**src/cmd_diag_pkg.sv**
```systemverilog
// shared constants, types and register map for the command-mode diagnostics block
package cmd_diag_pkg;

  // register bus widths
  localparam int ADDR_W = 8;
  localparam int DATA_W = 32;

  // register offsets (word index on the plain port)
  localparam logic [7:0] OFF_FIRMWARE_VERSION  = 8'h00;
  localparam logic [7:0] OFF_HARDWARE_VERSION  = 8'h01;
  localparam logic [7:0] OFF_CONFIG_CODE       = 8'h02;
  localparam logic [7:0] OFF_RX_INTEGRITY_ERR  = 8'h03;
  localparam logic [7:0] OFF_GOOD_FRAME        = 8'h04;
  localparam logic [7:0] OFF_SIG_HOLD_TIME     = 8'h05;
  localparam logic [7:0] OFF_TX_RETRY_EXH      = 8'h06;
  localparam logic [7:0] OFF_TEMPERATURE       = 8'h07;
  localparam logic [7:0] OFF_LAST_PKT_LEVEL    = 8'h08;
  localparam logic [7:0] OFF_DUTY_CYCLE        = 8'h09;
  localparam logic [7:0] OFF_CHANNEL_LEVEL     = 8'h0a;
  localparam logic [7:0] OFF_RESET_CAUSE       = 8'h0b;
  localparam logic [7:0] OFF_ACK_FAILURE       = 8'h0c;
  localparam logic [7:0] OFF_SUPPLY_MV         = 8'h0d;
  localparam logic [7:0] OFF_INACT_TIMEOUT     = 8'h0e;
  localparam logic [7:0] OFF_EXIT_REQUEST      = 8'h0f;
  localparam logic [7:0] OFF_GUARD_TIME        = 8'h10;
  localparam logic [7:0] OFF_ESCAPE_CHAR       = 8'h11;
  localparam logic [7:0] OFF_MODE_STATUS       = 8'h12;

  // reset values and limits
  localparam logic [15:0] CNT_MAX              = 16'hffff;
  localparam logic [7:0]  HOLD_TIME_RST        = 8'h20;
  localparam logic [7:0]  HOLD_TIME_MIN        = 8'h01;
  localparam logic [15:0] INACT_RST            = 16'h0064;
  localparam logic [15:0] INACT_MIN            = 16'h0002;
  localparam logic [15:0] INACT_MAX            = 16'h1770;
  localparam logic [15:0] GUARD_RST            = 16'h03e8;
  localparam logic [7:0]  ESC_CHAR_RST         = 8'h2b;
  localparam logic [15:0] TEMP_MIN             = 16'hff74;
  localparam logic [15:0] TEMP_MAX             = 16'h0258;
  localparam int          ESC_COUNT            = 3;

  // timing: clock rate and time bases
  localparam int CLK_HZ     = 25_000_000;
  localparam int TENTH_S_NS = 100_000_000;   // hold unit, 100 ms
  localparam int MS_NS      = 1_000_000;     // guard and inactivity unit, 1 ms
  localparam int CLK_NS     = 1_000_000_000 / CLK_HZ;
  localparam int TENTH_CYC  = TENTH_S_NS / CLK_NS;
  localparam int MS_CYC     = MS_NS / CLK_NS;

  // reset cause codes
  typedef enum logic [2:0] {
    CAUSE_POWER    = 3'h0,
    CAUSE_WATCHDOG = 3'h2,
    CAUSE_SOFTWARE = 3'h3,
    CAUSE_LINE     = 3'h4,
    CAUSE_BROWNOUT = 3'h5
  } reset_cause_t;

  // radio link events, all one-cycle pulses from link logic
  typedef struct packed {
    logic rx_integrity_err;
    logic good_frame;
    logic tx_retry_exhausted;
    logic ack_failure;
    logic packet_received;
  } radio_events_t;

  // analog and monitor readings from same-clock logic
  typedef struct packed {
    logic [15:0] temperature;
    logic [15:0] supply_mv;
    logic [7:0]  last_pkt_level;
    logic [7:0]  channel_level;
    logic [7:0]  duty_cycle;
  } monitor_t;

  // serial byte from the receive uart
  typedef struct packed {
    logic       valid;
    logic [7:0] data;
  } ser_byte_t;

  // saturating 16 bit increment, shared by all counters
  function automatic logic [15:0] sat_inc(input logic [15:0] v, input logic hit);
    sat_inc = (hit && v != CNT_MAX) ? v + 16'h0001 : v;
  endfunction

endpackage

```
**src/cmd_diag.sv**
```systemverilog
// command mode entry and exit plus diagnostic status registers
// How it works
// - integrity error count saturates at ffff
// - good frame count saturates at ffff
// - retry exhausted count saturates at ffff
// - ack failure counter plus one each
// - signal output held for programmed tenths
// - last packet level as negative dbm
// - duty cycle usage reported as percent
// - last reset cause code recorded
// - read only firmware and hardware versions
// - config code derived from current settings
// - signed temperature clamped to limits
// - supply voltage reported in millivolts
// - channel signal level reported on request
// - inactivity timeout returns to idle
// - exit request leaves command mode immediately
// - guard silence required before and after
//
// Decided for this implementation: the address map and the address-and-strobe port.
`timescale 1ns/100ps
module cmd_diag
  import cmd_diag_pkg::*;
#(
  parameter logic [31:0] FIRMWARE_VERSION = 32'h0000_0001,  // arbitrary value
  parameter logic [15:0] HARDWARE_VERSION = 16'h0001,       // arbitrary value
  parameter int          TENTH_CYCLES     = TENTH_CYC,
  parameter int          MS_CYCLES        = MS_CYC
) (
  // clock and reset
  input  wire logic                  clk,
  input  wire logic                  rst,
  // register port
  input  wire logic [ADDR_W-1:0]     addr,
  input  wire logic [DATA_W-1:0]     wdata,
  input  wire logic                  wr,
  input  wire logic                  rd,
  output logic [DATA_W-1:0]          rdata,
  // serial receive bytes and radio events, same clock
  input  cmd_diag_pkg::ser_byte_t    ser_in,
  input  wire logic                  valid_command,
  input  cmd_diag_pkg::radio_events_t events,
  input  cmd_diag_pkg::monitor_t     monitor,
  // reset cause, sampled after reset release
  input  cmd_diag_pkg::reset_cause_t reset_cause_in,
  // mode and signal strength outputs
  output logic                       command_mode,
  output logic                       signal_strength_active
);
  import cmd_diag_pkg::*;

  // elaboration refuses divisors too small for the tick generators
  if (TENTH_CYCLES < 2 || MS_CYCLES < 2) begin : g_div_check
    $error("cmd_diag: tick divisors below 2");
  end

  // escape detector states
  typedef enum logic [1:0] {
    ESC_WAIT_PRE   = 2'b00,  // collecting leading silence
    ESC_COLLECT    = 2'b01,  // counting escape characters
    ESC_WAIT_POST  = 2'b10   // collecting trailing silence
  } esc_state_t;

  // software visible settings
  logic [7:0]  hold_time_reg;       // tenths of a second
  logic [15:0] inact_timeout_reg;   // milliseconds
  logic [15:0] guard_time_reg;      // milliseconds
  logic [7:0]  escape_char_reg;
  reset_cause_t reset_cause_reg;
  logic        cause_taken_reg;     // cause captured once after release

  // counters
  logic [15:0] rx_err_count, good_count, tx_exh_count, ack_fail_count;

  // time bases
  logic ms_tick, tenth_tick;

  // escape sequence state
  esc_state_t  esc_state_reg;
  logic [15:0] silence_reg;         // ms of silence seen
  logic [1:0]  esc_count_reg;       // escape chars collected
  logic        seq_done;

  // command mode timing
  logic [15:0] inact_reg;
  logic        exit_req;

  // hold timer
  logic [7:0]  hold_reg;

  // register write decode
  logic wr_hold, wr_inact, wr_guard, wr_esc, wr_ack_clr;
  assign wr_hold    = wr && addr == OFF_SIG_HOLD_TIME;
  assign wr_inact   = wr && addr == OFF_INACT_TIMEOUT;
  assign wr_guard   = wr && addr == OFF_GUARD_TIME;
  assign wr_esc     = wr && addr == OFF_ESCAPE_CHAR;
  assign wr_ack_clr = wr && addr == OFF_ACK_FAILURE;
  assign exit_req   = wr && addr == OFF_EXIT_REQUEST;

  // event counters, all start at zero
  sat_counter u_rx_err (
    .clk   (clk),
    .rst   (rst),
    .hit   (events.rx_integrity_err),
    .clear (1'b0),
    .count (rx_err_count)
  );
  sat_counter u_good (
    .clk   (clk),
    .rst   (rst),
    .hit   (events.good_frame),
    .clear (1'b0),
    .count (good_count)
  );
  sat_counter u_tx_exh (
    .clk   (clk),
    .rst   (rst),
    .hit   (events.tx_retry_exhausted),
    .clear (1'b0),
    .count (tx_exh_count)
  );
  // ack counter is writable to zero; a clear in an event cycle is dropped and the event counted
  sat_counter u_ack (
    .clk   (clk),
    .rst   (rst),
    .hit   (events.ack_failure),
    .clear (wr_ack_clr && !events.ack_failure),
    .count (ack_fail_count)
  );

  // millisecond and tenth second bases
  tick_gen #(.DIV(MS_CYCLES)) u_ms (
    .clk     (clk),
    .rst     (rst),
    .restart (1'b0),
    .tick    (ms_tick)
  );
  tick_gen #(.DIV(TENTH_CYCLES)) u_tenth (
    .clk     (clk),
    .rst     (rst),
    .restart (events.packet_received),
    .tick    (tenth_tick)
  );

  // settings; out of range writes are clamped into range
  always_ff @(posedge clk or posedge rst) begin
    if (rst) begin
      hold_time_reg     <= HOLD_TIME_RST;
      inact_timeout_reg <= INACT_RST;
      guard_time_reg    <= GUARD_RST;
      escape_char_reg   <= ESC_CHAR_RST;
    end else begin
      if (wr_hold) begin
        // zero would keep the output high with no end; floor at one tenth
        hold_time_reg <= (wdata[7:0] < HOLD_TIME_MIN) ? HOLD_TIME_MIN : wdata[7:0];
      end
      if (wr_inact) begin
        if (wdata[15:0] < INACT_MIN) inact_timeout_reg <= INACT_MIN;
        else if (wdata[15:0] > INACT_MAX) inact_timeout_reg <= INACT_MAX;
        else inact_timeout_reg <= wdata[15:0];
      end
      if (wr_guard) guard_time_reg <= wdata[15:0];
      if (wr_esc) escape_char_reg <= wdata[7:0];
    end
  end

  // reset cause caught by a clocked process after release
  always_ff @(posedge clk or posedge rst) begin
    if (rst) begin
      reset_cause_reg <= CAUSE_POWER;
      cause_taken_reg <= 1'b0;
    end else if (!cause_taken_reg) begin
      reset_cause_reg <= reset_cause_in;
      cause_taken_reg <= 1'b1;
    end
  end

  // escape detector; only meaningful while idle
  assign seq_done = esc_state_reg == ESC_WAIT_POST && silence_reg >= guard_time_reg
                    && !ser_in.valid;
  always_ff @(posedge clk or posedge rst) begin
    if (rst) begin
      esc_state_reg <= ESC_WAIT_PRE;
      silence_reg   <= 16'h0000;
      esc_count_reg <= 2'b00;
    end else if (command_mode) begin
      esc_state_reg <= ESC_WAIT_PRE;
      silence_reg   <= 16'h0000;
      esc_count_reg <= 2'b00;
    end else begin
      unique case (esc_state_reg)
        ESC_WAIT_PRE: begin
          if (ser_in.valid) begin
            // a char after enough silence may start the sequence
            if (ser_in.data == escape_char_reg && silence_reg >= guard_time_reg) begin
              esc_state_reg <= ESC_COLLECT;
              esc_count_reg <= 2'b01;
            end
            silence_reg <= 16'h0000;
          end else if (ms_tick && silence_reg != CNT_MAX) begin
            silence_reg <= silence_reg + 16'h0001;
          end
        end
        ESC_COLLECT: begin
          if (ser_in.valid) begin
            if (ser_in.data == escape_char_reg) begin
              if (esc_count_reg == 2'(ESC_COUNT - 1)) esc_state_reg <= ESC_WAIT_POST;
              esc_count_reg <= esc_count_reg + 2'b01;
            end else begin
              esc_state_reg <= ESC_WAIT_PRE;
              esc_count_reg <= 2'b00;
            end
            silence_reg <= 16'h0000;
          end
        end
        ESC_WAIT_POST: begin
          if (ser_in.valid) begin
            esc_state_reg <= ESC_WAIT_PRE;
            esc_count_reg <= 2'b00;
            silence_reg   <= 16'h0000;
          end else if (seq_done) begin
            esc_state_reg <= ESC_WAIT_PRE;
            silence_reg   <= 16'h0000;
          end else if (ms_tick) begin
            silence_reg <= silence_reg + 16'h0001;
          end
        end
        default: begin
          esc_state_reg <= ESC_WAIT_PRE;
        end
      endcase
    end
  end

  // mode: enter on sequence, leave on timeout or exit request
  always_ff @(posedge clk or posedge rst) begin
    if (rst) begin
      command_mode <= 1'b0;
      inact_reg    <= 16'h0000;
    end else if (!command_mode) begin
      inact_reg <= 16'h0000;
      if (seq_done) command_mode <= 1'b1;
    end else if (exit_req) begin
      command_mode <= 1'b0;
    end else if (valid_command) begin
      inact_reg <= 16'h0000;
    end else if (ms_tick) begin
      if (inact_reg + 16'h0001 >= inact_timeout_reg) begin
        command_mode <= 1'b0;
      end
      inact_reg <= inact_reg + 16'h0001;
    end
  end

  // signal strength hold timer, reloaded on every reception
  always_ff @(posedge clk or posedge rst) begin
    if (rst) begin
      hold_reg               <= 8'h00;
      signal_strength_active <= 1'b0;
    end else if (events.packet_received) begin
      hold_reg               <= hold_time_reg;
      signal_strength_active <= 1'b1;
    end else if (tenth_tick && hold_reg != 8'h00) begin
      hold_reg               <= hold_reg - 8'h01;
      signal_strength_active <= hold_reg != 8'h01;
    end
  end

  // temperature clamp to the signed reporting range
  function automatic logic [15:0] clamp_temp(input logic [15:0] t);
    if ($signed(t) < $signed(TEMP_MIN)) clamp_temp = TEMP_MIN;
    else if ($signed(t) > $signed(TEMP_MAX)) clamp_temp = TEMP_MAX;
    else clamp_temp = t;
  endfunction

  // config code folds all settings into one word
  function automatic logic [31:0] config_code(input logic [7:0] h, input logic [15:0] c,
                                              input logic [15:0] g, input logic [7:0] e);
    config_code = {h, e, 16'h0000} ^ {c, g};
  endfunction

  // read mux; unmapped offsets return zero, data valid one cycle later
  always_ff @(posedge clk or posedge rst) begin
    if (rst) begin
      rdata <= '0;
    end else if (rd) begin
      unique case (addr)
        OFF_FIRMWARE_VERSION: rdata <= FIRMWARE_VERSION;
        OFF_HARDWARE_VERSION: rdata <= {16'h0000, HARDWARE_VERSION};
        OFF_CONFIG_CODE:      rdata <= config_code(hold_time_reg, inact_timeout_reg,
                                                   guard_time_reg, escape_char_reg);
        OFF_RX_INTEGRITY_ERR: rdata <= {16'h0000, rx_err_count};
        OFF_GOOD_FRAME:       rdata <= {16'h0000, good_count};
        OFF_SIG_HOLD_TIME:    rdata <= {24'h000000, hold_time_reg};
        OFF_TX_RETRY_EXH:     rdata <= {16'h0000, tx_exh_count};
        OFF_TEMPERATURE:      rdata <= {16'h0000, clamp_temp(monitor.temperature)};
        OFF_LAST_PKT_LEVEL:   rdata <= {24'h000000, monitor.last_pkt_level};
        OFF_DUTY_CYCLE:       rdata <= {24'h000000, monitor.duty_cycle};
        OFF_CHANNEL_LEVEL:    rdata <= {24'h000000, monitor.channel_level};
        OFF_RESET_CAUSE:      rdata <= {29'h00000000, reset_cause_reg};
        OFF_ACK_FAILURE:      rdata <= {16'h0000, ack_fail_count};
        OFF_SUPPLY_MV:        rdata <= {16'h0000, monitor.supply_mv};
        OFF_INACT_TIMEOUT:    rdata <= {16'h0000, inact_timeout_reg};
        OFF_GUARD_TIME:       rdata <= {16'h0000, guard_time_reg};
        OFF_ESCAPE_CHAR:      rdata <= {24'h000000, escape_char_reg};
        OFF_MODE_STATUS:      rdata <= {29'h00000000, esc_state_reg, command_mode};
        default:              rdata <= '0;
      endcase
    end else begin
      rdata <= '0;
    end
  end
endmodule

```
**src/sat_counter.sv**
```systemverilog
// saturating event counter with synchronous clear
`timescale 1ns/100ps
module sat_counter (
  // clock and reset
  input  wire logic        clk,
  input  wire logic        rst,
  // event and clear
  input  wire logic        hit,
  input  wire logic        clear,
  // count
  output logic [15:0]      count
);
  import cmd_diag_pkg::*;

  // count holds at all ones, never wraps
  always_ff @(posedge clk or posedge rst) begin
    if (rst) begin
      count <= 16'h0000;
    end else if (clear) begin
      count <= 16'h0000;
    end else begin
      count <= sat_inc(count, hit);
    end
  end
endmodule

```
**src/tick_gen.sv**
```systemverilog
// tick generator dividing clk into a fixed time base, restarted from zero by restart
`timescale 1ns/100ps
module tick_gen #(
  parameter int DIV = 25_000
) (
  // clock and reset
  input  wire logic clk,
  input  wire logic rst,
  // restart and tick
  input  wire logic restart,
  output logic      tick
);
  localparam int W = $clog2(DIV + 1);
  logic [W-1:0] cnt_reg;

  // a divisor below two cannot make a one cycle tick with a gap
  if (DIV < 2) begin : g_div_check
    $error("tick_gen: DIV must be at least 2");
  end

  // restart lets a time window start cleanly on an event
  always_ff @(posedge clk or posedge rst) begin
    if (rst) begin
      cnt_reg <= '0;
      tick    <= 1'b0;
    end else if (restart) begin
      cnt_reg <= '0;
      tick    <= 1'b0;
    end else if (cnt_reg == W'(DIV - 1)) begin
      cnt_reg <= '0;
      tick    <= 1'b1;
    end else begin
      cnt_reg <= cnt_reg + W'(1);
      tick    <= 1'b0;
    end
  end
endmodule
```
**config.mk**
```make
export PLATFORM = sky130hd
export DESIGN_NAME = cmd_diag
export DESIGN_NICKNAME = d
export VERILOG_FILES = /design/src/cmd_diag_pkg.sv /design/src/cmd_diag.sv /design/src/sat_counter.sv /design/src/tick_gen.sv
export SDC_FILE = /design/constraint.sdc
export NUM_CORES = 1
export LEC_CHECK = 0
export BUFFER_PORTS_ARGS = -buffer_cell sky130_fd_sc_hd__buf_2
export CAP_MARGIN = 20
export CELL_PAD_IN_SITES_DETAIL_PLACEMENT = 0
export CELL_PAD_IN_SITES_GLOBAL_PLACEMENT = 1
export CORE_UTILIZATION = 47
export CTS_BUF_LIST = sky130_fd_sc_hd__clkbuf_2
export DETAILED_ROUTE_END_ITERATION = 8
export GPL_ROUTABILITY_DRIVEN = 0
export PLACE_DENSITY = 0.91
export SLEW_MARGIN = 20
export SYNTH_ARGS = -nofsm -noshare
export SYNTH_HDL_FRONTEND = slang
export SYNTH_SLANG_ARGS = --single-unit
```
**constraint.sdc**
```tcl
create_clock -name clk -period 9.4 [get_ports clk]
set_input_delay 1.41 -clock clk [delete_from_list [all_inputs] [get_ports clk]]
set_output_delay 1.41 -clock clk [all_outputs]
set_load 0.03 [all_outputs]
```
# After elaboration in Yosys (flattened, before gate mapping)
# Index checks and enable logic that the tools add are counted.
# word_totals
ff_bits	233
latchBits	0
mem_bits_rw	0
mem_bits_ro	0
input_bits	118
out_inout_bits	34
word_cells	160
mem_count	0
# classes
n_addsub	10
multipliers	0
div	0
n_lt_le_gt_ge	7
eq_ne	40
shift	0
mux	51
bitwise_logic	1
n_reduce_logical	29
# ops
operator	count
32-bit case mux with 17 select lines	1
16-bit 2-to-1 mux	17
16-bit by 1-bit adder with 16-bit output, second input constant	6
16-bit != test, second input constant	5
8-bit by 4-bit == test with 1-bit output, second input constant	8
16-bit case mux with 3 select lines	1
22-bit 2-to-1 mux	2
8-bit by 3-bit == test with 1-bit output, second input constant	4
16-bit >= comparator	2
32-bit 2-to-1 mux	1
32-bit bitwise XOR	1
8-bit by 5-bit == test with 1-bit output, second input constant	3
2-bit 2-to-1 mux	12
8-bit 2-to-1 mux	3
22-bit by 1-bit adder with 22-bit output, second input constant	1
22-bit == test, second input constant	1
8-bit by 2-bit == test with 1-bit output, second input constant	2
16-bit by 11-bit greater-than comparator with 1-bit output, second input constant	1
16-bit by 13-bit greater-than comparator with 1-bit output, second input constant	1
1-bit logical AND	16
16-bit by 2-bit < comparator with 1-bit output, second input constant	1
16-bit by 9-bit < comparator with 1-bit output, second input constant	1
15-bit by 1-bit adder with 15-bit output, second input constant	1
15-bit == test, second input constant	1
26 further kinds	46

# Logic depth before layout (Yosys ltp)
# Gate-level depths: netlist (run 1).
# logic_depth
depth_word	7
mapped_depth	11
ltp_nobuf	11

# By module
# A second synthesis (run 1) with hierarchy kept.
# hier_totals
cells_unflattened	1481
area_unflattened_um2	13907.1
# by_module_without_submodules
module	n_inst	cells_per_inst	area_each_um2	seq_area_each_um2
cmd_diag	1	878	8226.6	3270.6
sat_counter	4	101	932.1	400.4
tick_gen at u_tenth	1	125	1167.4	575.6
tick_gen at u_ms	1	74	784.5	400.4

# Worst setup path before layout (run 1)
# OpenSTA, ideal clock, no wires.
# synth_path
path_kind	in2reg
startpoint	in addr[5]
endpoint	reg inact_reg[1]
setup_time_ns	0.122
arrival_ns	2.734
required_time_ns	9.278
path_slack_ns	6.545
stages	7
path_buffers	2
path_cell_list	nor4_4 and3_1 buf_6 nand3_4 and2_1 buf_2 a32o_1
# synth_via
elab_chain_len	4
# synth_lines
element	line	rtl
start: declaration	cmd_diag.sv:34	input wire logic [ADDR_W-1:0] addr,
8-bit by 4-bit == test with 1-bit output	cmd_diag.sv:98	assign exit_req = wr && addr == OFF_EXIT_REQUEST;
1-bit logical AND	cmd_diag.sv:98	
2-bit != test (no line)	-	
2-bit AND reduction (no line)	-	
end signal: assignment	cmd_diag.sv:251	inact_reg <= inact_reg + 16'h0001;
end: declaration	cmd_diag.sv:85	logic [15:0] inact_reg;
# No other way between the ends.
# A chain may end at the register's enable or synchronous reset.

# Worst setup path after layout (run 1)
# layout_path
startpoint	in addr[5]
endpoint	reg rdata[22]
# layout_via
elab_chain_len	4
elab_cells_between_ends	21
cone_classes	17 x eq/ne; 2 x mux; 2 x reduce/logical
# layout_lines
element	line	rtl
8-bit by 1-bit == test with 1-bit output / 8-bit logical NOT (equally long branches)	cmd_diag.sv:287	unique case (addr)
2-bit OR reduction (no line)	-	
32-bit case mux with 17 select lines (*)	cmd_diag.sv:287	
32-bit 2-to-1 mux (*)	cmd_diag.sv:286	end else if (rd) begin
end signal: assignment	cmd_diag.sv:289	OFF_HARDWARE_VERSION: rdata <= {16'h0000, HARDWARE_VERSION};
end signal: assignment	cmd_diag.sv:290	OFF_CONFIG_CODE: rdata <= config_code(hold_time_reg, inact_timeout_reg,
end signal: assignment	cmd_diag.sv:292	OFF_RX_INTEGRITY_ERR: rdata <= {16'h0000, rx_err_count};
end: declaration	cmd_diag.sv:38	output logic [DATA_W-1:0] rdata,
# Mark *: on every way between the ends. The rest lies on a longest branch, timed or not.

==> results of run 1 <==
==> worst max path at each step <==
stage	start	endpoint	slack [ns]
after floorplan	rst	cause_taken_reg	1.62
after global placement	addr[4]	u_ack.count[0]	5.42
after detailed placement	addr[5]	rdata[22]	5.32
after CTS	command_mode	command_mode	6.01
after global routing	command_mode	command_mode	5.97
final	addr[5]	rdata[22]	6.07
==> placed cells by master, fill, tap and decap left out, types with 32 or more instances in the layout <==
cell type and n:
ha_1 47, o21ai_0 68, nor3_1 37, nand3_1 82, mux2_2 51, inv_1 55, a21oi_1 48, buf_2 135
nor2_1 137, xnor2_1 82, and3_1 32, clkbuf_2 94, nand2_1 109, xor2_1 58, dfrtp_1 219
==> report_power, final <==
| group | switching, mW | internal, mW |
|---|---|---|
| Combinational | 0.164 | 0.124 |
| Clock | 0.435 | 0.268 |
| Sequential | 0.106 | 1.08 |
| Total | 0.705 | 1.47 |
==> routing by layer <==
metal / global-route usage, % / wire length, µm / up-vias
li1: - / - / 5197
met1: 33.8 / 15500 / 5235
met2: 41.1 / 16300 / 482
met3: 6.85 / 3240 / 118
met4: 11.5 / 1490 / 10
met5: 0 / 63 / -
==> final cells by class <==
type	count	area share (%)
multi-input cells	1016	46.5
flip-flops and latches	233	39.9
repair buffers	143	5.07
clock buffers	94	3.21
well taps	372	3.18
inverters	57	1.51
clock inverters	21	0.581
diodes	2	0.0342
==> cell families (layout without fill, tap and decap cells) <==
kind of cell	after synthesis	in the layout	share of synthesized area [%]
XOR/XNOR	140	140	9.36
adder cells (fa/ha/maj)	47	47	4.49
multiplexers	71	71	6.01
AND/OR/NAND/NOR	509	509	19.6
AO/OA/AOI/OAI	248	248	12.4
other	1	3	0.0286
buffers and inverters	104	315	3.39
flip-flops	233	233	44.7
==> per-stage QoR <==
stage,total power [mW],utilization [%]
after floorplan,1.36,-
after global placement,1.47,51.8
after detailed placement,1.48,51.8
after CTS,2.19,53.8
after global routing,2.29,53.9
final,2.17,53.9
==> critical path: cells and delay by family <==
kind                   cells  cell delay (ns)
and+or+nand+nor            5             2.56
buffers and inverters      1             0.12
==> cell usage after synthesis (32+ instances only) <==
master     n  area, µm²
dfrtp_1  219       5480
xnor2_1   82        718
a21oi_1   48        240
nand2_1  109        409
nor2_1   137        514
ha_1      47        588
nand3_1   82        410
xor2_1    58        508
mux2_2    51        574
o21ai_0   69        345
inv_1     56        210
nor3_1    38        190
and3_1    32        200
==> impl_results.md, run 1 <==
* Post-CTS Resized at 0
* Relative slew slack at 37.2%
* Reg-to-reg endpoint: silence_reg[4]
* Core area at 0.0272 mm²
* Initial cell density of the core at 48.2%
* Worst-path cell chain: buf_2, nor3_1, nand2b_1, nor3_4, nand3_1, nor2_1
* DR WL/cell at 18.9 µm
* Nets at 1677
* Seq/Total Area, Yosys at 44.7%
* RSZ-0062 raised after global routing: no
* Setup TNS at 0 ns
* Worst R2R Setup Slack at 6.57 ns
* Static leakage at 6.71 nW
* DRC viols at 0
* R2R cell count at 9
* Gr usage total at 26.1%
* Post-route ant nets at 0
* H-tree levels at 2
* PwrDens at 148 mW/mm²
* Ratio of cells with drive above 1 in the final layout at 21.5%
* Die Height at 169 µm
* Antenna violations before repair at 6
* VDD IR-drop max at 0.0741 mV
* Hold Slack at 0.470 ns
* CP Capture Type: flop
* PortBufs at 135
* Filler cells at 2556
* Setup Skew at 0.0702 ns
* Cells after Synth at 1353
* Cell Count, Final, Fillers Out at 1938
* Die Area at 0.0285 mm²
* Post-Syn Area per Cell at 9.68 µm²
* Skew-Pair Late Insertion Delay at 0.91 ns
* Max Clock Freq at 0.300 GHz
* WHS Endpoint: u_ms.cnt_reg[0]
* Worst EP required at 10.17 ns
* Clock buffer depth at 3
* CP max-delay cell: nand3_1
* CTS tree: done
* Worst-path maximum fanout at 16
* Post-synth ARST share at 100%
* Min Tclk post-route at 3.33 ns
* Via/cell ratio at 5.70
* Area grow syn2layout at 11.9%
* Maxcap violations at 0
* Design Area, Final at 0.0147 mm²
* Vias in the first global route at 10801
* Largest net degree at the start of global routing at 83
* Register area at 0.00585 mm²
* Setup WS pre-CTS at 5.32 ns
* Slew @ Worst Pin at 0.937 ns
* Final WS setup at 6.07 ns
* Main synth FF type: dfrtp_1
* Fraction of the cycle the final worst path needs at 35.5%
* Grt total ovfl at 0
* Syn Nets at 1518
* Yosys synthesis warning count at 0
* Rows at 60
* Worst Path Arrival at 4.11 ns
* Iter 0 DRT Violations at 1159
* Critical Setup Path Class: input port to flop
* I/O pin count at 152
* Hold Path Stages at 1
* First-pass GRT wire length at 57.8 mm
* CTS hold repair buffers at 0
* Slowest Stage Delay on Critical Path at 0.70 ns
* Setup crit start kind: input port
* # setup viols final at 0
* Reg-to-reg startpoint: guard_time_reg[9]
* Hold Startpoint: u_ms.cnt_reg[0]
* Total wire length at 36.6 mm
* TritonRoute pass-1 iters at 6
* Footprint of the multi-input gates at 0.00681 mm²
* Placed insts at 1820
* Placed Area at 0.0141 mm²
* Pins Over Slew Limit at 0
* Synthesized cell area at 0.0131 mm²
* Sink Count at 233
* Vias at 11042
* Root Driver: clkbuf_2
* Number of flip-flops in the largest register at 32
* Distinct cell type count after synthesis at 82
* Die X at 169 µm
* Status: completed
* Hpwl dp at 26.9 mm
* FF+latch count, synth at 233
* CTS clk-pin slew, worst paths at 0.12 ns
* Post-synth EDFFs at 0
* Num CTS Buffers at 61
* Hold WC Path Type: flop to flop
* Final Hold Fails at 0
* Post-CTS Setup Inserts at 0
(Power assumes the default switching activity.)
==> inputs of run 2 (changes only) <==
--- a/config.mk
+++ b/config.mk
@@ -5,15 +5,16 @@
 export SDC_FILE = /design/constraint.sdc
 export NUM_CORES = 1
 export LEC_CHECK = 0
+export ABC_AREA = 1
 export BUFFER_PORTS_ARGS = -buffer_cell sky130_fd_sc_hd__buf_2
 export CAP_MARGIN = 20
 export CELL_PAD_IN_SITES_DETAIL_PLACEMENT = 0
 export CELL_PAD_IN_SITES_GLOBAL_PLACEMENT = 1
-export CORE_UTILIZATION = 47
+export CORE_UTILIZATION = 46
 export CTS_BUF_LIST = sky130_fd_sc_hd__clkbuf_2
 export DETAILED_ROUTE_END_ITERATION = 8
 export GPL_ROUTABILITY_DRIVEN = 0
-export PLACE_DENSITY = 0.91
+export PLACE_DENSITY = 0.92
 export SLEW_MARGIN = 20
 export SYNTH_ARGS = -nofsm -noshare
 export SYNTH_HDL_FRONTEND = slang
==> constraint.sdc (replaced) <==
create_clock -name clk -period 3.4 [get_ports clk]
set_input_delay 0.51 -clock clk [delete_from_list [all_inputs] [get_ports clk]]
set_output_delay 0.51 -clock clk [all_outputs]
set_load 0.03 [all_outputs]
==> impl_results.md, run 2 <==
* Nets at 2131 (was 1677)
* Vias in the first global route at 12134 (was 10801)
* Final Hold Fails at 0 (unchanged)
* Via/cell ratio at 5.36 (was 5.70)
* Hpwl dp at 30.9 mm (was 26.9 mm)
* CTS clk-pin slew, worst paths at 0.12 ns (about the same)
* Grt total ovfl at 0 (unchanged)
* Post-synth EDFFs at 0 (unchanged)
* Rows at 62 (was 60)
* CP Capture Type: flop (unchanged)
* Placed insts at 2240 (was 1820)
* PortBufs at 135 (unchanged)
* Setup crit start kind: flop (was input port)
* Antenna violations before repair at 1 (was 6)
* Ranking of synthesized cells by area: dfrtp_1, nand2_1, inv_1 (was dfrtp_1, xnor2_1, ha_1)
* DRC viols at 0 (unchanged)
* Fraction of the cycle the final worst path needs at 80.9%
* Distinct cell type count after synthesis at 61 (was 82)
* Setup Skew at 0.124 ns (was 0.0702 ns)
* Slowest Stage Delay on Critical Path at 0.46 ns (was 0.70 ns)
* Die Area at 0.0306 mm² (was 0.0285 mm²)
* Cell Count, Final, Fillers Out at 2406 (was 1938)
* Commonest non-fill, non-tap cell in the layout: nand2_1 (was dfrtp_1)
* Root Driver: clkbuf_2 (unchanged)
* Most frequent cells in the layout: nand2_1, inv_1, dfrtp_1 (was dfrtp_1, nor2_1, buf_2)
* FF+latch count, synth at 233 (unchanged)
* Vias at 12900 (was 11042)
* Worst-path maximum fanout at 4 (was 16)
* H-tree levels at 2 (unchanged)
* Largest family of logic cells by synthesized area: simple AND/OR/NAND/NOR gates (unchanged)
* VDD IR-drop max at 0.340 mV (was 0.0741 mV)
* Area leader, netlist: dfrtp_1 (unchanged)
* CP max-delay cell: dfrtp_1 (was nand3_1)
* Top cells by count, synth: nand2_1, inv_1, dfrtp_1 (was dfrtp_1, nor2_1, nand2_1)
* Setup WS pre-CTS at 0.658 ns (was 5.32 ns)
* Multiplexer share of the synthesized area at 0.327% (was 6.01%)
* Ratio of cells with drive above 1 in the final layout at 18.5% (was 21.5%)
* Post-synthesis simple-gate area fraction at 27.3% (was 19.6%)
* Pins Over Slew Limit at 0 (unchanged)
* Num CTS Buffers at 60 (was 61)
* Seq/Total Area, Yosys at 42.4% (was 44.7%)
* Main synth FF type: dfrtp_1 (unchanged)
* Yosys synthesis warning count at 0 (unchanged)
* Final WS setup at 0.649 ns (was 6.07 ns)
* Die X at 175 µm (was 169 µm)
* Placed Area at 0.0149 mm² (was 0.0141 mm²)
* Number of flip-flops in the largest register at 32 (unchanged)
* Area grow syn2layout at 16.6% (was 11.9%)
* Hold Slack at 0.0243 ns (was 0.470 ns)
* Top-count cell post-synth: nand2_1 (was dfrtp_1)
* Final core utilization at 55.2% (was 53.9%)
* Status: completed (unchanged)
* Gr usage total at 26.5% (was 26.1%)
* XOR/XNOR Fraction of Synth Area at 6.35% (was 9.36%)
* Post-synth ARST share at 100% (unchanged)
* I/O pin count at 152 (unchanged)
* DR WL/cell at 16.8 µm (was 18.9 µm)
* Max Clock Freq at 0.364 GHz
* Setup TNS at 0 ns (unchanged)
* Core area at 0.0291 mm² (was 0.0272 mm²)
* Post-route ant nets at 0 (unchanged)
* Total wire length at 40.5 mm (was 36.6 mm)
* Hold WC Path Type: input port to flop (was flop to flop)
* Slew @ Worst Pin at 0.853 ns (was 0.937 ns)
* Critical Setup Path Class: flop to flop (was input port to flop)
* Overall Power at 6.60 mW (was 2.17 mW)
* Min Tclk post-route at 2.75 ns
* Post-Syn Area per Cell at 7.92 µm² (was 9.68 µm²)
* Skew-Pair Late Insertion Delay at 0.97 ns (was 0.91 ns)
* Clock buffer depth at 3 (unchanged)
* Worst Path Arrival at 3.56 ns (was 4.11 ns)
* CTS tree: done (unchanged)
* Relative slew slack at 43.0% (was 37.2%)
* Share of the synthesized area in the top cell type at 39.8% (was 41.8%)
* Synth Area in Compound Gates at 10.9% (was 12.4%)
* Iter 0 DRT Violations at 1141 (was 1159)
* Initial cell density of the core at 47.4% (was 48.2%)
* Worst EP required at 4.21 ns (was 10.17 ns)
* RSZ-0062 raised after global routing: no (unchanged)
* Adder-Cell Fraction of Synth Area at 4.27% (was 4.49%)
* # setup viols final at 0 (unchanged)
* Cells after Synth at 1740 (was 1353)
* Static leakage at 8.01 nW (was 6.71 nW)
* Maxcap violations at 0 (unchanged)
* Largest net degree at the start of global routing at 95 (was 83)
* Syn Nets at 1905 (was 1518)
* PwrDens at 411 mW/mm² (was 148 mW/mm²)
* Synthesized cell area at 0.0138 mm² (was 0.0131 mm²)
* Die Height at 175 µm (was 169 µm)
* TritonRoute pass-1 iters at 7 (was 6)
* Sink Count at 233 (unchanged)
* Worst-path cell chain: ha_4, nand3_4, nor2_4, nand4_4, nor3_4, nand3_2, nor2_4, xor2_2, ha_1, nand2_1, inv_1, nand3_2, nor3_4, nand3_2, nand3_2, nand2_1, nand2_1, nand2_1 (was buf_2, nor3_1, nand2b_1, nor3_4, nand3_1, nor2_1)
* Design Area, Final at 0.0161 mm² (was 0.0147 mm²)
* First-pass GRT wire length at 63.8 mm (was 57.8 mm)
[run 2: worst paths after layout]
kind	start	to	slack, ns	depth (start not counted)
hold / removal	ser_in[8]	command_mode	0.02	6
hold reg to reg	u_tenth.cnt_reg[0]	u_tenth.cnt_reg[0]	0.46	1
min in group asynchronous	rst	u_good.count[14]	0.09	3
setup / recovery	inact_reg[0]	command_mode	0.65	18
setup reg to reg	inact_reg[0]	command_mode	0.65	18
max in group asynchronous	rst	u_tenth.cnt_reg[11]	2.35	5
[run 2: logic make-up (layout without fill, tap and decap cells)]
group | after synthesis | count (layout)
mux | 4 | 4
xor+xnor | 99 | 99
fa+ha+maj | 47 | 47
compound gates | 255 | 255
simple gates | 810 | 810
buf+inv | 291 | 569
other cells | 1 | 5
flops | 233 | 233
[run 2: cell type report]
class,instances,area (µm²)
diodes,4,10.0
clock buffers,83,415
clock inverters,31,180
fillers,2772,13000
inverters,265,1000
multi-input cells,1216,6880
flip-flops and latches,233,5850
well taps,384,480
repair buffers,190,1250
[run 2: power breakdown]
group | switching [mW] | internal, mW
Sequential | 0.311 | 3.04
Clock | 1.25 | 0.833
Combinational | 0.762 | 0.397
Total | 2.32 | 4.27
[run 2: timing repair]
action | 4_1_cts | 5_1_grt
hold endpoints to repair | 209 | 0
buffers inserted | 0 | 4
hold buffers | 45 | 0
endpoints found under the setup margin | 0 | 1
resized for setup | 0 | 16
[run 2: layer usage]
metal  wire, µm  share of wire, %  vias up  global-route usage, %
li1           -                 -     6215                      -
met1      17600                43     6062                   37.0
met2      18300                45      528                   40.9
met3       3370               8.3       95                   5.13
met4       1270               3.1        0                   9.67
met5          0                 0        -                      0
[run 2: critical path, delay by kind of cell, from the launching register on]
kind	cells	cell delay, ns
simple gates	14	1.55
buf+inv	1	0.06
flops	1	0.46
xor+xnor	1	0.09
fa+ha+maj	2	0.46
==> inputs of run 3 (changes only) <==
--- a/config.mk
+++ b/config.mk
@@ -10,11 +10,11 @@
 export CAP_MARGIN = 20
 export CELL_PAD_IN_SITES_DETAIL_PLACEMENT = 0
 export CELL_PAD_IN_SITES_GLOBAL_PLACEMENT = 1
-export CORE_UTILIZATION = 46
+export CORE_UTILIZATION = 41
 export CTS_BUF_LIST = sky130_fd_sc_hd__clkbuf_2
 export DETAILED_ROUTE_END_ITERATION = 8
 export GPL_ROUTABILITY_DRIVEN = 0
-export PLACE_DENSITY = 0.92
+export PLACE_DENSITY = 0.88
 export SLEW_MARGIN = 20
 export SYNTH_ARGS = -nofsm -noshare
 export SYNTH_HDL_FRONTEND = slang
==> constraint.sdc (replaced) <==
create_clock -name clk -period 2.2 [get_ports clk]
set_input_delay 0.33 -clock clk [delete_from_list [all_inputs] [get_ports clk]]
set_output_delay 0.33 -clock clk [all_outputs]
set_load 0.03 [all_outputs]
==> impl_results.md, run 3 (synthesized netlist as in run 2, its figures left out) <==
* Status: complete, but fails checks (was completed)
* Violated checks: negative setup slack
* I/O pin count at 152 (unchanged)
* Critical Setup Path Class: flop to flop (unchanged)
* Skew-Pair Late Insertion Delay at 0.88 ns (was 0.97 ns)
* Reg-to-reg endpoint: command_mode (unchanged)
* Routed met3 length at 3.53 mm (was 3.37 mm)
* Die Area at 0.0343 mm² (was 0.0306 mm²)
* Nets at 2241 (was 2131)
* Sink Count at 233 (unchanged)
* Post-route ant nets at 0 (unchanged)
* Num CTS Buffers at 68 (was 60)
* Commonest non-fill, non-tap cell in the layout: nand2_1 (unchanged)
* Die X at 185 µm (was 175 µm)
* Reg-to-reg startpoint: inact_reg[0] (unchanged)
* VDD IR-drop max at 0.303 mV (was 0.340 mV)
* Relative slew slack at 57.5% (was 43.0%)
* Iter 0 DRT Violations at 1245 (was 1141)
* PwrDens at 615 mW/mm² (was 411 mW/mm²)
* PortBufs at 135 (unchanged)
* Sw frac at 34.7% (was 35.2%)
* Fraction of the cycle the final worst path needs at 112% (was 80.9%)
* Worst R2R Setup Slack at -0.27 ns (was 0.65 ns)
* Min Tclk post-route at 2.47 ns (was 2.75 ns)
* Worst EP required at 2.94 ns (was 4.21 ns)
* TritonRoute pass-1 iters at 6 (was 7)
* Number of flip-flops in the largest register at 32 (unchanged)
* Clock Power Share at 32.9% (was 31.6%)
* Total wire length at 42.7 mm (was 40.5 mm)
* # setup viols final at 2 (was 0)
* Final Hold Fails at 0 (unchanged)
* Initial cell density of the core at 42.0% (was 47.4%)
* CTS tree: done (unchanged)
* Pins Over Slew Limit at 0 (unchanged)
* Setup TNS at -0.272 ns (was 0 ns)
* Placed Area at 0.0155 mm² (was 0.0149 mm²)
* M1 WL at 18.6 mm (was 17.6 mm)
* Maxcap violations at 0 (unchanged)
* Hpwl dp at 32.4 mm (was 30.9 mm)
* Worst-path maximum fanout at 2 (was 4)
* CTS clk-pin slew, worst paths at 0.11 ns (was 0.12 ns)
* CP Capture Type: flop (unchanged)
* Slew @ Worst Pin at 0.637 ns (was 0.853 ns)
* Most frequent cells in the layout: nand2_1, inv_1, dfrtp_1 (unchanged)
* Worst setup endpoint: command_mode (unchanged)
* First-pass GRT wire length at 65.3 mm (was 63.8 mm)
* Core area at 0.0328 mm² (was 0.0291 mm²)
* Area grow syn2layout at 24.5% (was 16.6%)
* Root Driver: clkbuf_2 (unchanged)
* Final WS setup at -0.269 ns (was 0.649 ns)
* DR WL/cell at 16.6 µm (was 16.8 µm)
* R2R cell count at 18 (unchanged)
* Antenna violations before repair at 1 (unchanged)
* Setup crit start kind: flop (unchanged)
* Clock buffer depth at 3 (unchanged)
* RSZ-0062 raised after global routing: yes (was no)
* Switching Power at 3.66 mW (was 2.32 mW)
* Post-CTS Setup Inserts at 0 (unchanged)
* Grt total ovfl at 0 (unchanged)
* Worst Setup SP: inact_reg[0] (unchanged)
* Cell Count, Final, Fillers Out at 2571 (was 2406)
* Largest net degree at the start of global routing at 93 (was 95)
* Top Metal Used: met4 (unchanged)
* Design Area, Final at 0.0172 mm² (was 0.0161 mm²)
* Static leakage at 8.58 nW (was 8.01 nW)
* Via/cell ratio at 5.23 (was 5.36)
* Met2 wire length at 19.2 mm (was 18.3 mm)
* Cell internal pwr at 6.88 mW (was 4.27 mW)
* Placed insts at 2375 (was 2240)
* Ratio of cells with drive above 1 in the final layout at 23.2% (was 18.5%)
* Comb power frac at 17.9% (was 17.6%)
* H-tree levels at 3 (was 2)
* Die Height at 185 µm (was 175 µm)
* Max Clock Freq at 0.405 GHz (was 0.364 GHz)
* Worst Path Arrival at 3.21 ns (was 3.56 ns)
* Rows at 66 (was 62)
* Setup Skew at 0.0749 ns (was 0.124 ns)
* Vias at 13441 (was 12900)
* Gr usage total at 24.9% (was 26.5%)
* Seq pwr share at 49.1% (was 50.9%)
* Vias in the first global route at 12503 (was 12134)
* DRC viols at 0 (unchanged)
* Setup WS pre-CTS at -0.385 ns (was 0.658 ns)
* Hold WC Path Type: input port to flop (unchanged)
[run 3: cell types whose count changed in the layout (fill, tap and decap cells not counted), sizes merged]
cell / delta
clkbuf: +23
clkinvlp: -1
inv: +1
dlygate4sd3: +29
buf: +73
clkinv: -15
diode: -3
[run 3: cell type report]
class	count	area, µm²
inverter	265	1010
antenna	1	2.50
tap	442	553
multi-input combinational	1216	7020
fill	3132	15600
clock inverter	16	116
clock buffer	106	531
timing repair buffer	292	2080
sequential	233	5850
[run 3: how the worst min path moves through the flow]
stage                                   from  slack, ns  cells after the start                  to
final                                addr[1]       0.11                      7            rdata[2]
after global routing                 addr[1]       0.07                      7            rdata[2]
after CTS                        monitor[55]       0.02                      5           rdata[12]
after detailed placement     u_ms.cnt_reg[0]       0.45                      1     u_ms.cnt_reg[0]
after global placement    u_tenth.cnt_reg[0]       0.44                      1  u_tenth.cnt_reg[0]
after floorplan              u_ms.cnt_reg[0]       0.43                      1     u_ms.cnt_reg[0]
[run 3: through the flow]
| step | power, mW | hold slack, ns | util (%) |
|---|---|---|---|
| floorplan | 6.32 | 0.433 | - |
| global placement | 6.94 | 0.444 | 47.4 |
| detailed placement | 6.99 | 0.451 | 47.4 |
| CTS | 10.6 | 0.0193 | 51.7 |
| global route | 11.2 | 0.0675 | 52.3 |
| finish | 10.5 | 0.106 | 52.3 |
[run 3: critical path: stages (launching register included)]
cell,delay (ns)
dfrtp_1,0.38
ha_2,0.20
nand3_2,0.11
nor2_4,0.13
nand4_4,0.10
nor3_4,0.16
nand3_2,0.13
nor2_4,0.12
xor2_2,0.08
ha_1,0.28
nand2_1,0.06
inv_1,0.06
nand3_2,0.08
nor3_2,0.14
nand3_1,0.11
nand3_1,0.10
nand2_1,0.05
nand2_1,0.06
nand2_1,0.04
[run 3: metal layers]
layer  global-route usage (%)  vias up
met5                        0        -
met4                     8.83        0
met3                     5.25       93
met2                     38.2      559
met1                     34.4     6364
li1                         -     6425
[run 3: repair_timing]
item | CTS | global route
setup endpoints to repair | 17 | 33
gates resized for setup | 8 | 43
pin swaps | 4 | 13
endpoints found under the hold margin | 334 | 0
hold buffers | 73 | 0
[run 3: power groups by stage]
stage	clock network [mW]	registers, mW	logic (mW)
after floorplan	0	5.08	1.24
after global placement	0	5.23	1.70
after detailed placement	0	5.25	1.75
after CTS	3.56	5.17	1.85
after global routing	3.80	5.24	2.14
final	3.47	5.18	1.89
